<file path="src/rtl/dmc_pkg.sv">
// Constants for the host-side controller of a 64K x 8 dynamic RAM module.
// Assumes one 125 MHz clock; every timing count is derived from nanoseconds here.
package dmc_pkg;

	// ****************************************************************
	// Clock and printed timing figures
	// ****************************************************************
	localparam int CLK_NS         = 8;
	localparam int T_RAS_MIN_NS   = 120;    // Row strobe low, least
	localparam int T_RAS_MAX_NS   = 10000;  // Row strobe low, longest
	localparam int T_CAS_MIN_NS   = 70;     // Column strobe low, least
	localparam int T_RP_NS        = 80;     // Row strobe precharge
	localparam int T_RC_NS        = 230;    // Full read or write cycle
	localparam int T_RCD_MIN_NS   = 30;     // Row low to column low
	localparam int T_CSH_NS       = 120;    // Row low to column strobe high
	localparam int T_RAH_NS       = 20;     // Row address hold
	localparam int T_CAC_NS       = 70;     // Access from column strobe
	localparam int T_RAC_NS       = 120;    // Access from row strobe
	localparam int T_PC_NS        = 120;    // Page-mode cycle
	localparam int T_CP_NS        = 40;     // Column strobe precharge
	localparam int T_REF_MS       = 4;      // Refresh interval
	localparam int T_PWRUP_US     = 100;    // Row strobe high before init

	// ****************************************************************
	// Derived cycle counts (least times rounded up, longest rounded down)
	// ****************************************************************
	localparam int RAS_MIN_CYC    = (T_RAS_MIN_NS + CLK_NS - 1) / CLK_NS;
	localparam int RAS_MAX_CYC    = T_RAS_MAX_NS / CLK_NS;
	localparam int CAS_CYC        = (T_CAS_MIN_NS + CLK_NS - 1) / CLK_NS;
	localparam int RCD_CYC        = (T_RCD_MIN_NS + CLK_NS - 1) / CLK_NS;
	localparam int CSH_CYC        = (T_CSH_NS + CLK_NS - 1) / CLK_NS;
	localparam int RAH_CYC        = (T_RAH_NS + CLK_NS - 1) / CLK_NS;
	localparam int CAC_CYC        = (T_CAC_NS + CLK_NS - 1) / CLK_NS;
	localparam int RAC_CYC        = (T_RAC_NS + CLK_NS - 1) / CLK_NS;
	localparam int CP_A_CYC       = (T_CP_NS + CLK_NS - 1) / CLK_NS;
	localparam int CP_B_CYC       = (T_PC_NS - T_CAS_MIN_NS + CLK_NS - 1) / CLK_NS;
	localparam int CP_CYC         = (CP_A_CYC > CP_B_CYC) ? CP_A_CYC : CP_B_CYC;
	localparam int PRE_A_CYC      = (T_RP_NS + CLK_NS - 1) / CLK_NS;
	localparam int PRE_B_CYC      = (T_RC_NS - T_RAS_MIN_NS + CLK_NS - 1) / CLK_NS;
	localparam int PRE_CYC        = (PRE_A_CYC > PRE_B_CYC) ? PRE_A_CYC : PRE_B_CYC;
	localparam int PAGE_LIMIT_CYC = RAS_MAX_CYC - 2 * (CAS_CYC + CP_CYC);
	localparam int PWRUP_CYC      = T_PWRUP_US * 1000 / CLK_NS;

	// ****************************************************************
	// Array geometry and refresh pacing
	// ****************************************************************
	localparam int ROW_W          = 8;
	localparam int COL_W          = 6;
	localparam int MOD_W          = 2;      // Module select bits above the row
	localparam int NUM_MOD        = 4;
	localparam int ADDR_W         = MOD_W + ROW_W + COL_W;
	localparam int DATA_W         = 8;
	localparam int REF_ROWS       = 256;
	localparam int REF_ROW_CYC    = T_REF_MS * 1000000 / (REF_ROWS * CLK_NS);
	localparam int INIT_CYCLES    = 8;
	localparam int CNT_W          = 14;
	localparam int RAS_W          = 11;
	localparam int TMR_W          = 11;

	// ****************************************************************
	// Controller states
	// ****************************************************************
	typedef enum logic [3:0] {
		ST_PWRUP   = 4'h0,
		ST_INIT_LO = 4'h1,
		ST_INIT_HI = 4'h2,
		ST_IDLE    = 4'h3,
		ST_ROW     = 4'h4,
		ST_RCD     = 4'h5,
		ST_CAS     = 4'h6,
		ST_CP      = 4'h7,
		ST_HOLD    = 4'h8,
		ST_PRE     = 4'h9,
		ST_REF     = 4'hA
	} dmc_state_t;

endpackage : dmc_pkg

</file>
<file path="src/rtl/dmc_refresh_tick.sv">
// Refresh pacer: raises a sticky due flag once per row interval and walks the row.
// Assumes the controller pulses ack once per finished row-only refresh.
`timescale 1ns/100ps

module dmc_refresh_tick
	import dmc_pkg::*;
(
	input  wire logic             mclk,     // 125 MHz clock
	input  wire logic             rst_n,    // Synchronous reset, active low
	input  wire logic             ack,      // Refresh of current row done
	output logic                  due,      // A row refresh is owed
	output logic [ROW_W-1:0]      row       // Row to refresh next
);

	typedef struct packed {
		logic [TMR_W-1:0] tmr;
		logic             due;
		logic [ROW_W-1:0] row;
	} dmc_tick_t;

	dmc_tick_t s_ff;
	dmc_tick_t nxt_s;

	// ****************************************************************
	// Interval timer and row walk
	// ****************************************************************
	// 256 evenly spaced rows cover every row once per interval
	always_comb begin
		nxt_s = s_ff;
		nxt_s.tmr = s_ff.tmr + TMR_W'(1);
		if (ack) begin
			nxt_s.due = 1'b0;
			nxt_s.row = s_ff.row + ROW_W'(1);
		end
		// Set after clear, so a tick in the ack cycle is kept
		if (s_ff.tmr == TMR_W'(REF_ROW_CYC - 1)) begin
			nxt_s.tmr = '0;
			nxt_s.due = 1'b1;
		end
	end

	// State register
	always_ff @(posedge mclk) begin
		if (!rst_n) begin
			s_ff <= '0;
		end else begin
			s_ff <= nxt_s;
		end
	end

	assign due = s_ff.due;
	assign row = s_ff.row;

endmodule : dmc_refresh_tick

</file>
<file path="src/rtl/dmc_ctrl.sv">
// Host controller driving up to four 64K x 8 dynamic RAM modules by their pins.
// Assumes pin inputs are synchronous to mclk and the user holds a request until done.
//
// Overview of operation
// - Row and column addresses stand stable before their strobes fall.
// - Write-select high reads, low writes; set for every access.
// - Writes are early: write-select low before column strobe falls.
// - Every row is refreshed at least once per four milliseconds.
// - Row-only refresh walks 256 rows with column strobes high.
// - Page mode keeps the row open and pulses column strobe per column.
// - Row strobe is shared; a decoded column strobe selects one module.
// - Power-up: row strobe high 100 us, then eight row strobe cycles.
// - Row strobe low lasts 120 ns to 10,000 ns.
// - Column strobe low lasts 70 ns to 10,000 ns.
`timescale 1ns/100ps

module dmc_ctrl
	import dmc_pkg::*;
#(
	parameter int PWRUP_CYCLES = PWRUP_CYC   // Row strobe high time at power-up
)(
	input  wire logic              mclk,                       // 125 MHz clock
	input  wire logic              rst_n,                      // Synchronous reset, active low
	input  wire logic              req,                        // Access request, held until done
	input  wire logic              req_we,                     // 1 write, 0 read
	input  wire logic [ADDR_W-1:0] req_addr,                   // Module, row, column
	input  wire logic [DATA_W-1:0] req_wdata,                  // Write byte
	output logic                   done,                       // One-cycle end of access
	output logic [DATA_W-1:0]      rd_data,                    // Read byte, valid with done
	output logic                   init_done,                  // Power-up sequence finished
	output logic                   row_strobe_n,               // Shared row strobe
	output logic [NUM_MOD-1:0]     col_strobe_n,               // Column strobe per module
	output logic                   write_select_n,             // Low selects write
	output logic [ROW_W-1:0]       multiplexed_address_lines,  // Row or column address
	input  wire logic [DATA_W-1:0] shared_data_lines_i,        // Data lines as seen
	output logic [DATA_W-1:0]      shared_data_lines_o,        // Data we drive
	output logic                   shared_data_lines_oe        // High while we drive
);

	typedef struct packed {
		dmc_state_t         st;
		logic [CNT_W-1:0]   cnt;
		logic [RAS_W-1:0]   ras_cnt;
		logic [3:0]         init_cnt;
		logic [ROW_W-1:0]   op_row;
		logic               op_we;
		logic               op_ref;
		logic               op_page;
		logic               ras_n;
		logic [NUM_MOD-1:0] cas_n;
		logic               we_n;
		logic [ROW_W-1:0]   addr;
		logic [DATA_W-1:0]  dq_o;
		logic               dq_oe;
		logic [DATA_W-1:0]  rd_data;
		logic               done;
		logic               init_done;
		logic               ref_ack;
	} dmc_ctrl_t;

	dmc_ctrl_t          s_ff;
	dmc_ctrl_t          nxt_s;
	logic               ref_due;
	logic [ROW_W-1:0]   ref_row;
	logic [NUM_MOD-1:0] mod_sel;
	logic [ROW_W-1:0]   req_row;
	logic [ROW_W-1:0]   req_col_lines;

	// ****************************************************************
	// Address split and module decode
	// ****************************************************************
	assign req_row       = req_addr[COL_W +: ROW_W];
	assign req_col_lines = {1'b0, req_addr[COL_W-1:0], 1'b0};

	// One column strobe per module; row strobe goes to all of them
	genvar gi;
	generate
		for (gi = 0; gi < NUM_MOD; gi++) begin : g_mod
			assign mod_sel[gi] = (req_addr[ADDR_W-1 -: MOD_W] == MOD_W'(gi));
		end
	endgenerate

	// ****************************************************************
	// Refresh pacing
	// ****************************************************************
	dmc_refresh_tick u_tick (
		.mclk  (mclk),
		.rst_n (rst_n),
		.ack   (s_ff.ref_ack),
		.due   (ref_due),
		.row   (ref_row)
	);

	// ****************************************************************
	// Sequencer
	// ****************************************************************
	// Every pin is a flop so strobe edges line up exactly with the counts
	always_comb begin
		nxt_s         = s_ff;
		nxt_s.done    = 1'b0;
		nxt_s.ref_ack = 1'b0;
		nxt_s.cnt     = s_ff.cnt + CNT_W'(1);
		// Time since row strobe fell; saturates, never wraps
		if (s_ff.ras_n) begin
			nxt_s.ras_cnt = '0;
		end else if (s_ff.ras_cnt != '1) begin
			nxt_s.ras_cnt = s_ff.ras_cnt + RAS_W'(1);
		end
		unique case (s_ff.st)
			ST_PWRUP: begin
				if (s_ff.cnt == CNT_W'(PWRUP_CYCLES - 1)) begin
					nxt_s.ras_n = 1'b0;
					nxt_s.cnt   = '0;
					nxt_s.st    = ST_INIT_LO;
				end
			end
			ST_INIT_LO: begin
				if (s_ff.cnt == CNT_W'(RAS_MIN_CYC - 1)) begin
					nxt_s.ras_n = 1'b1;
					nxt_s.cnt   = '0;
					nxt_s.st    = ST_INIT_HI;
				end
			end
			ST_INIT_HI: begin
				if (s_ff.cnt == CNT_W'(PRE_CYC - 1)) begin
					nxt_s.cnt = '0;
					if (s_ff.init_cnt == 4'(INIT_CYCLES - 1)) begin
						nxt_s.init_done = 1'b1;
						nxt_s.st        = ST_IDLE;
					end else begin
						nxt_s.init_cnt = s_ff.init_cnt + 4'h1;
						nxt_s.ras_n    = 1'b0;
						nxt_s.st       = ST_INIT_LO;
					end
				end
			end
			ST_IDLE: begin
				// Refresh first; a late row costs data, a late access costs time
				if (ref_due) begin
					nxt_s.addr   = ref_row;
					nxt_s.op_ref = 1'b1;
					nxt_s.st     = ST_ROW;
				end else if (req) begin
					nxt_s.addr   = req_row;
					nxt_s.op_row = req_row;
					nxt_s.op_we  = req_we;
					nxt_s.op_ref = 1'b0;
					nxt_s.st     = ST_ROW;
				end
			end
			ST_ROW: begin
				// Address has stood one cycle before the strobe falls
				nxt_s.ras_n = 1'b0;
				nxt_s.cnt   = '0;
				nxt_s.st    = s_ff.op_ref ? ST_REF : ST_RCD;
			end
			ST_RCD: begin
				if (s_ff.cnt == CNT_W'(RAH_CYC - 1)) begin
					nxt_s.addr  = req_col_lines;
					nxt_s.we_n  = ~s_ff.op_we;
					nxt_s.dq_o  = req_wdata;
					nxt_s.dq_oe = s_ff.op_we;
				end
				if (s_ff.cnt == CNT_W'(RCD_CYC - 1)) begin
					nxt_s.cas_n = ~mod_sel;
					nxt_s.cnt   = '0;
					nxt_s.st    = ST_CAS;
				end
			end
			ST_CAS: begin
				// Writes too keep column strobe low until 120 ns after row fell
				// Reads also wait out the access time from the row strobe
				if (s_ff.cnt >= CNT_W'(CAS_CYC - 1) &&
				    s_ff.ras_cnt >= RAS_W'(CSH_CYC - 1) &&
				    (s_ff.op_we || (s_ff.cnt >= CNT_W'(CAC_CYC - 1) &&
				                    s_ff.ras_cnt >= RAS_W'(RAC_CYC - 1)))) begin
					if (!s_ff.op_we) begin
						nxt_s.rd_data = shared_data_lines_i;
					end
					nxt_s.cas_n = '1;
					nxt_s.we_n  = 1'b1;
					nxt_s.dq_oe = 1'b0;
					nxt_s.done  = 1'b1;
					nxt_s.cnt   = '0;
					nxt_s.st    = ST_CP;
				end
			end
			ST_CP: begin
				// Decide late so the user has seen done and shown the next request
				if (s_ff.cnt == CNT_W'(CP_CYC - 2)) begin
					nxt_s.op_page = req && !ref_due && req_row == s_ff.op_row &&
					                s_ff.ras_cnt < RAS_W'(PAGE_LIMIT_CYC);
					if (nxt_s.op_page) begin
						nxt_s.addr  = req_col_lines;
						nxt_s.op_we = req_we;
						nxt_s.we_n  = ~req_we;
						nxt_s.dq_o  = req_wdata;
						nxt_s.dq_oe = req_we;
					end
				end
				if (s_ff.cnt == CNT_W'(CP_CYC - 1)) begin
					nxt_s.cnt = '0;
					if (s_ff.op_page) begin
						nxt_s.cas_n = ~mod_sel;
						nxt_s.st    = ST_CAS;
					end else begin
						nxt_s.st = ST_HOLD;
					end
				end
			end
			ST_HOLD: begin
				if (s_ff.ras_cnt >= RAS_W'(RAS_MIN_CYC - 1)) begin
					nxt_s.ras_n = 1'b1;
					nxt_s.cnt   = '0;
					nxt_s.st    = ST_PRE;
				end
			end
			ST_PRE: begin
				if (s_ff.cnt == CNT_W'(PRE_CYC - 1)) begin
					nxt_s.st = ST_IDLE;
				end
			end
			ST_REF: begin
				// Column strobes stay high, so the modules never drive data
				if (s_ff.cnt == CNT_W'(RAS_MIN_CYC - 1)) begin
					nxt_s.ras_n   = 1'b1;
					nxt_s.ref_ack = 1'b1;
					nxt_s.cnt     = '0;
					nxt_s.st      = ST_PRE;
				end
			end
			default: begin
				nxt_s = s_ff;
				nxt_s.st = ST_PWRUP;
			end
		endcase
	end

	// State register; reset leaves every strobe inactive
	always_ff @(posedge mclk) begin
		if (!rst_n) begin
			s_ff       <= '0;
			s_ff.st    <= ST_PWRUP;
			s_ff.ras_n <= 1'b1;
			s_ff.cas_n <= '1;
			s_ff.we_n  <= 1'b1;
		end else begin
			s_ff <= nxt_s;
		end
	end

	// ****************************************************************
	// Outputs, all straight from the state register
	// ****************************************************************
	assign done                      = s_ff.done;
	assign rd_data                   = s_ff.rd_data;
	assign init_done                 = s_ff.init_done;
	assign row_strobe_n              = s_ff.ras_n;
	assign col_strobe_n              = s_ff.cas_n;
	assign write_select_n            = s_ff.we_n;
	assign multiplexed_address_lines = s_ff.addr;
	assign shared_data_lines_o       = s_ff.dq_o;
	assign shared_data_lines_oe      = s_ff.dq_oe;

endmodule : dmc_ctrl

</file>
<file path="config.mk">
export PLATFORM = sky130hd
export DESIGN_NAME = dmc_ctrl
export DESIGN_NICKNAME = d
export VERILOG_FILES = /design/src/rtl/dmc_pkg.sv /design/src/rtl/dmc_refresh_tick.sv /design/src/rtl/dmc_ctrl.sv
export SDC_FILE = /design/constraint.sdc
export NUM_CORES = 1
export LEC_CHECK = 0
export BUFFER_PORTS_ARGS = -buffer_cell sky130_fd_sc_hd__buf_2
export CAP_MARGIN = 10
export CORE_ASPECT_RATIO = 1.25
export CORE_MARGIN = 3
export CORE_UTILIZATION = 30
export CTS_CLUSTER_SIZE = 25
export DETAILED_ROUTE_END_ITERATION = 10
export GPL_ROUTABILITY_DRIVEN = 0
export GPL_TIMING_DRIVEN = 0
export HOLD_SLACK_MARGIN = 0.03
export PLACE_DENSITY_LB_ADDON = 0.1
export SYNTH_ARGS = -nofsm -noshare
export SYNTH_HDL_FRONTEND = slang
export SYNTH_SLANG_ARGS = --single-unit
export TNS_END_PERCENT = 50
</file>
<file path="constraint.sdc">
create_clock -name mclk -period 3.8 [get_ports mclk]
set_clock_uncertainty 0.2 [all_clocks]
set_input_delay 0.38 -clock mclk [delete_from_list [all_inputs] [get_ports mclk]]
set_output_delay 0.38 -clock mclk [all_outputs]
set_load 0.05 [all_outputs]
</file>
==> metrics.txt <==
Fill cells=around 1.7k; Largest stage delay, worst path=just over 0.8 ns; Syn Area/Cell=between 8 and 9 µm²; reg2reg end=s_ff[77]; Post-synth EDFFs=0; number of DRC markers in iteration 0=~230; Slew headroom=a little under two fifths; Synth Area in Adders=~2.2%; largest family of logic cells by synthesized area=simple AND/OR/NAND/NOR gates; synthesized instance count=~620; Syn Std Cell Area=between 0.005 and 0.006 mm²; drt wl/cell=roughly 15 µm; Post-DP HPWL=about 10,000 µm; Post-Syn Nets=between 600 and 700; worst-case reg-to-reg path depth=6; Final ANT Viol Nets=0; Final setup viols=0; RSZ-0062 raised after global routing=false; Compound-Gate Fraction of Synth Area=approximately 11%; initial core utilization=approximately 31%; Reg-to-Reg Start=s_ff[68]; vias per inst=roughly 5.0; register area share after synthesis=38.3%; first-pass detailed-route iteration total=5; Place WS=around 0.46 ns; finished layout cell area=around 0.0060 mm²; Reg area=0.00196 mm²; Max Slew Vio Count=0; Vias=between 4k and 5k; drt total wl=13,700 µm; worst hold start=req_wdata[2]; Clock H-tree levels=3; clk_lat worst skew=about 0.35 ns; Worst IR Drop VDD=about 0.00018 V; Final Hold Vio Count=0; slowest CP cell=nor4_1; # IOs=between 60 and 70; worst-path maximum fanout=6; pin count of the biggest net entering global routing=19; Critical Path AT=roughly 3.4 ns; Startpoint Class=flip-flop; outcome=complete, no violations; Resized cells post-CTS=0; HP Class=input pin to flip-flop; final core utilization=36.6%; DIE HEIGHT=~150 µm; Synth Area in XOR/XNOR=a little under 7%; ys async rst share=0%; area delta synth->final=17.6%; TritonCTS clock tree=done; Required @ worst endpoint=3.84 ns; Final Critical Period=3.33 ns; DRC errors left=0; DP Cell Count=a little over 900; die width=123 µm; Yosys cell types=53; clock buffer depth=2; yosys warns=0; area occupied by multi-input gates=between 0.002 and 0.003 mm²; setup TNS=0 ns; main flop type after synthesis=dfxtp_1; cts bufs inserted=9; Core ar.=0.0165 mm²; FF+latch count, synth=between 90 and 100; Worst Setup Path Type=flip-flop to flip-flop; initial antenna violation count=0; CTS root buf=clkbuf_16; CP cell instances=or4_4 > nor4_1 > o221ai_2 > or4_1 > buf_2 > a31o_1; hold_buf cts=0; hold path depth=3; Die ar.=around 0.019 mm²; Synth Area in Simple Gates=25.4%; Hold Path Sink=shared_data_lines_o[2]; Lkg Pwr=~2.3 nW; layout cells sized above 1=between 10% and 20%; antenna cells=0; Register-to-Register Setup Slack=~0.47 ns; FP Rows=52; cell area power density=between 300 and 400 mW/mm²; Layout Nets=about 750; GRT overflow=0; Max-Cap Viols=0; final worst slack=between 0.4 and 0.5 ns; global-route wire length before repair=roughly 22,000 µm; max frequency=roughly 300 MHz; CTS clk-pin slew, worst paths=0.08 ns; Area after DPL=~0.0057 mm²; Num Clock Sinks=98; Finished Layout Cells=922; mux contribution to synthesized area=under 10%; vias in the first global route=4,530; critical path capture point type=flip-flop; Total GRT Usage=approximately 15%; Tcrit/Tclk final=between 80% and 90%; Worst Max-Slew Pin Slew=0.920 ns; setup bufs post-CTS=0; port bufs=68
==> worst max-delay path: cells and delay by family, from the launching register on <==
kind            cells  cell delay [ns]
compound gates      2             0.55
buf+inv             1             0.18
flops               1             0.34
simple gates        3             1.96
==> registers in the layout (all words and copies together) (netlist names) <==
signal / count
s_ff: 45
u_tick.s_ff: 11
multiplexed_address_lines: 8
rd_data: 8
shared_data_lines_o: 8
u_tick.row: 8
col_strobe_n: 4
done: 1
init_done: 1
row_strobe_n: 1
shared_data_lines_oe: 1
u_tick.due: 1
write_select_n: 1
==> logic make-up (layout without fill, tap and decap cells) <==
group | after synthesis | count (layout)
AND/OR/NAND/NOR | 270 | 270
flip-flops | 98 | 98
AO/OA/AOI/OAI | 90 | 90
buffers and inverters | 71 | 155
multiplexers | 44 | 44
XOR/XNOR | 40 | 40
adder cells (fa/ha/maj) | 9 | 9
==> power breakdown <==
| part | internal [mW] | switching [mW] | total [mW] | leakage [nW] |
|---|---|---|---|---|
| clock | 0.455 | 0.442 | 0.897 | 0.131 |
| combinational | 0.0358 | 0.0572 | 0.0930 | 1.40 |
| sequential | 1.03 | 0.00740 | 1.04 | 0.790 |
| total | 1.52 | 0.507 | 2.03 | 2.32 |
==> placed cells by master (no fill, tap or decap), types with 4 or more instances in the layout <==
cell type	n
mux2i_1	41
buf_2	70
ha_1	9
nor4_1	8
and3_1	8
xnor2_1	22
or4_1	4
a211oi_1	9
nor2b_1	9
a21oi_1	29
o211ai_1	10
nor3_1	15
o21ai_0	16
buf_1	4
xor2_1	18
nand4_1	16
buf_4	28
clkbuf_16	9
dfxtp_1	98
clkbuf_1	24
a22oi_1	4
a31oi_1	5
nor2_1	71
nand3_1	39
inv_1	11
nand2_1	73
or3_1	6
==> Yosys cell counts (2+ instances only) <==
library cell | number | area [µm²]
nor4_1 | 8 | 50.1
nor2b_1 | 9 | 56.3
ha_1 | 9 | 113
or4_4 | 2 | 22.5
nor3b_1 | 2 | 15.0
inv_1 | 11 | 41.3
and3_1 | 8 | 50.1
or2_2 | 2 | 12.5
xor2_1 | 18 | 158
nand3b_1 | 3 | 22.5
or4_1 | 4 | 30.0
a22oi_1 | 4 | 30.0
a31oi_1 | 5 | 31.3
nor2_1 | 71 | 267
nand3_1 | 39 | 195
and4_1 | 3 | 26.3
mux2_2 | 3 | 33.8
clkbuf_1 | 24 | 90.1
o21ai_0 | 16 | 80.1
buf_2 | 2 | 10.0
a21o_1 | 3 | 22.5
mux2i_1 | 41 | 410
nand2_1 | 73 | 274
buf_4 | 28 | 210
dfxtp_1 | 98 | 1960
o211ai_1 | 10 | 75.1
nor3_1 | 15 | 75.1
nand4_1 | 16 | 100
and2_1 | 3 | 18.8
a21oi_1 | 29 | 145
nand2b_1 | 2 | 12.5
xnor2_1 | 22 | 193
or3_1 | 6 | 37.5
buf_1 | 4 | 15.0
o21ai_1 | 2 | 10.0
a211oi_1 | 9 | 67.6
nand4b_1 | 2 | 17.5
==> worst max path at each step <==
stage | endpoint | from | depth (start not counted) | slack (ns)
2_1_floorplan | s_ff[77] | s_ff[68] | 8 | 0.91
3_3_place_gp | s_ff[77] | s_ff[68] | 6 | 0.48
3_5_place_dp | s_ff[77] | s_ff[68] | 6 | 0.46
4_1_cts | s_ff[77] | s_ff[68] | 6 | 0.44
5_1_grt | s_ff[77] | s_ff[64] | 6 | 0.28
6_report | s_ff[77] | s_ff[68] | 6 | 0.47
==> final cells by class <==
type                       count  area share [%]
multi-input combinational    453            46.2
sequential                    98            32.6
timing repair buffer          68            5.65
buffer                        59            5.58
tap                          216            4.48
clock buffer                   9            3.74
clock inverter                 7            1.08
inverter                      12           0.747
==> layer usage <==
layer / vias up / wire, µm / global-route usage, %
li1: 2311 / - / -
met1: 2136 / 6160 / 19.0
met2: 110 / 6660 / 24.5
met3: 20 / 581 / 2.56
met4: 0 / 324 / 6.72
met5: - / 0 / 0
==> through the flow <==
| stage | hold WS, ns | power [mW] |
|---|---|---|
| after floorplan | 0.230 | 1.11 |
| after global placement | 0.246 | 1.16 |
| after detailed placement | 0.251 | 1.16 |
| after CTS | 0.0455 | 2.06 |
| after global routing | 0.0671 | 2.11 |
| final | 0.0593 | 2.03 |
Note: power is estimated with default switching activity, not from simulation.
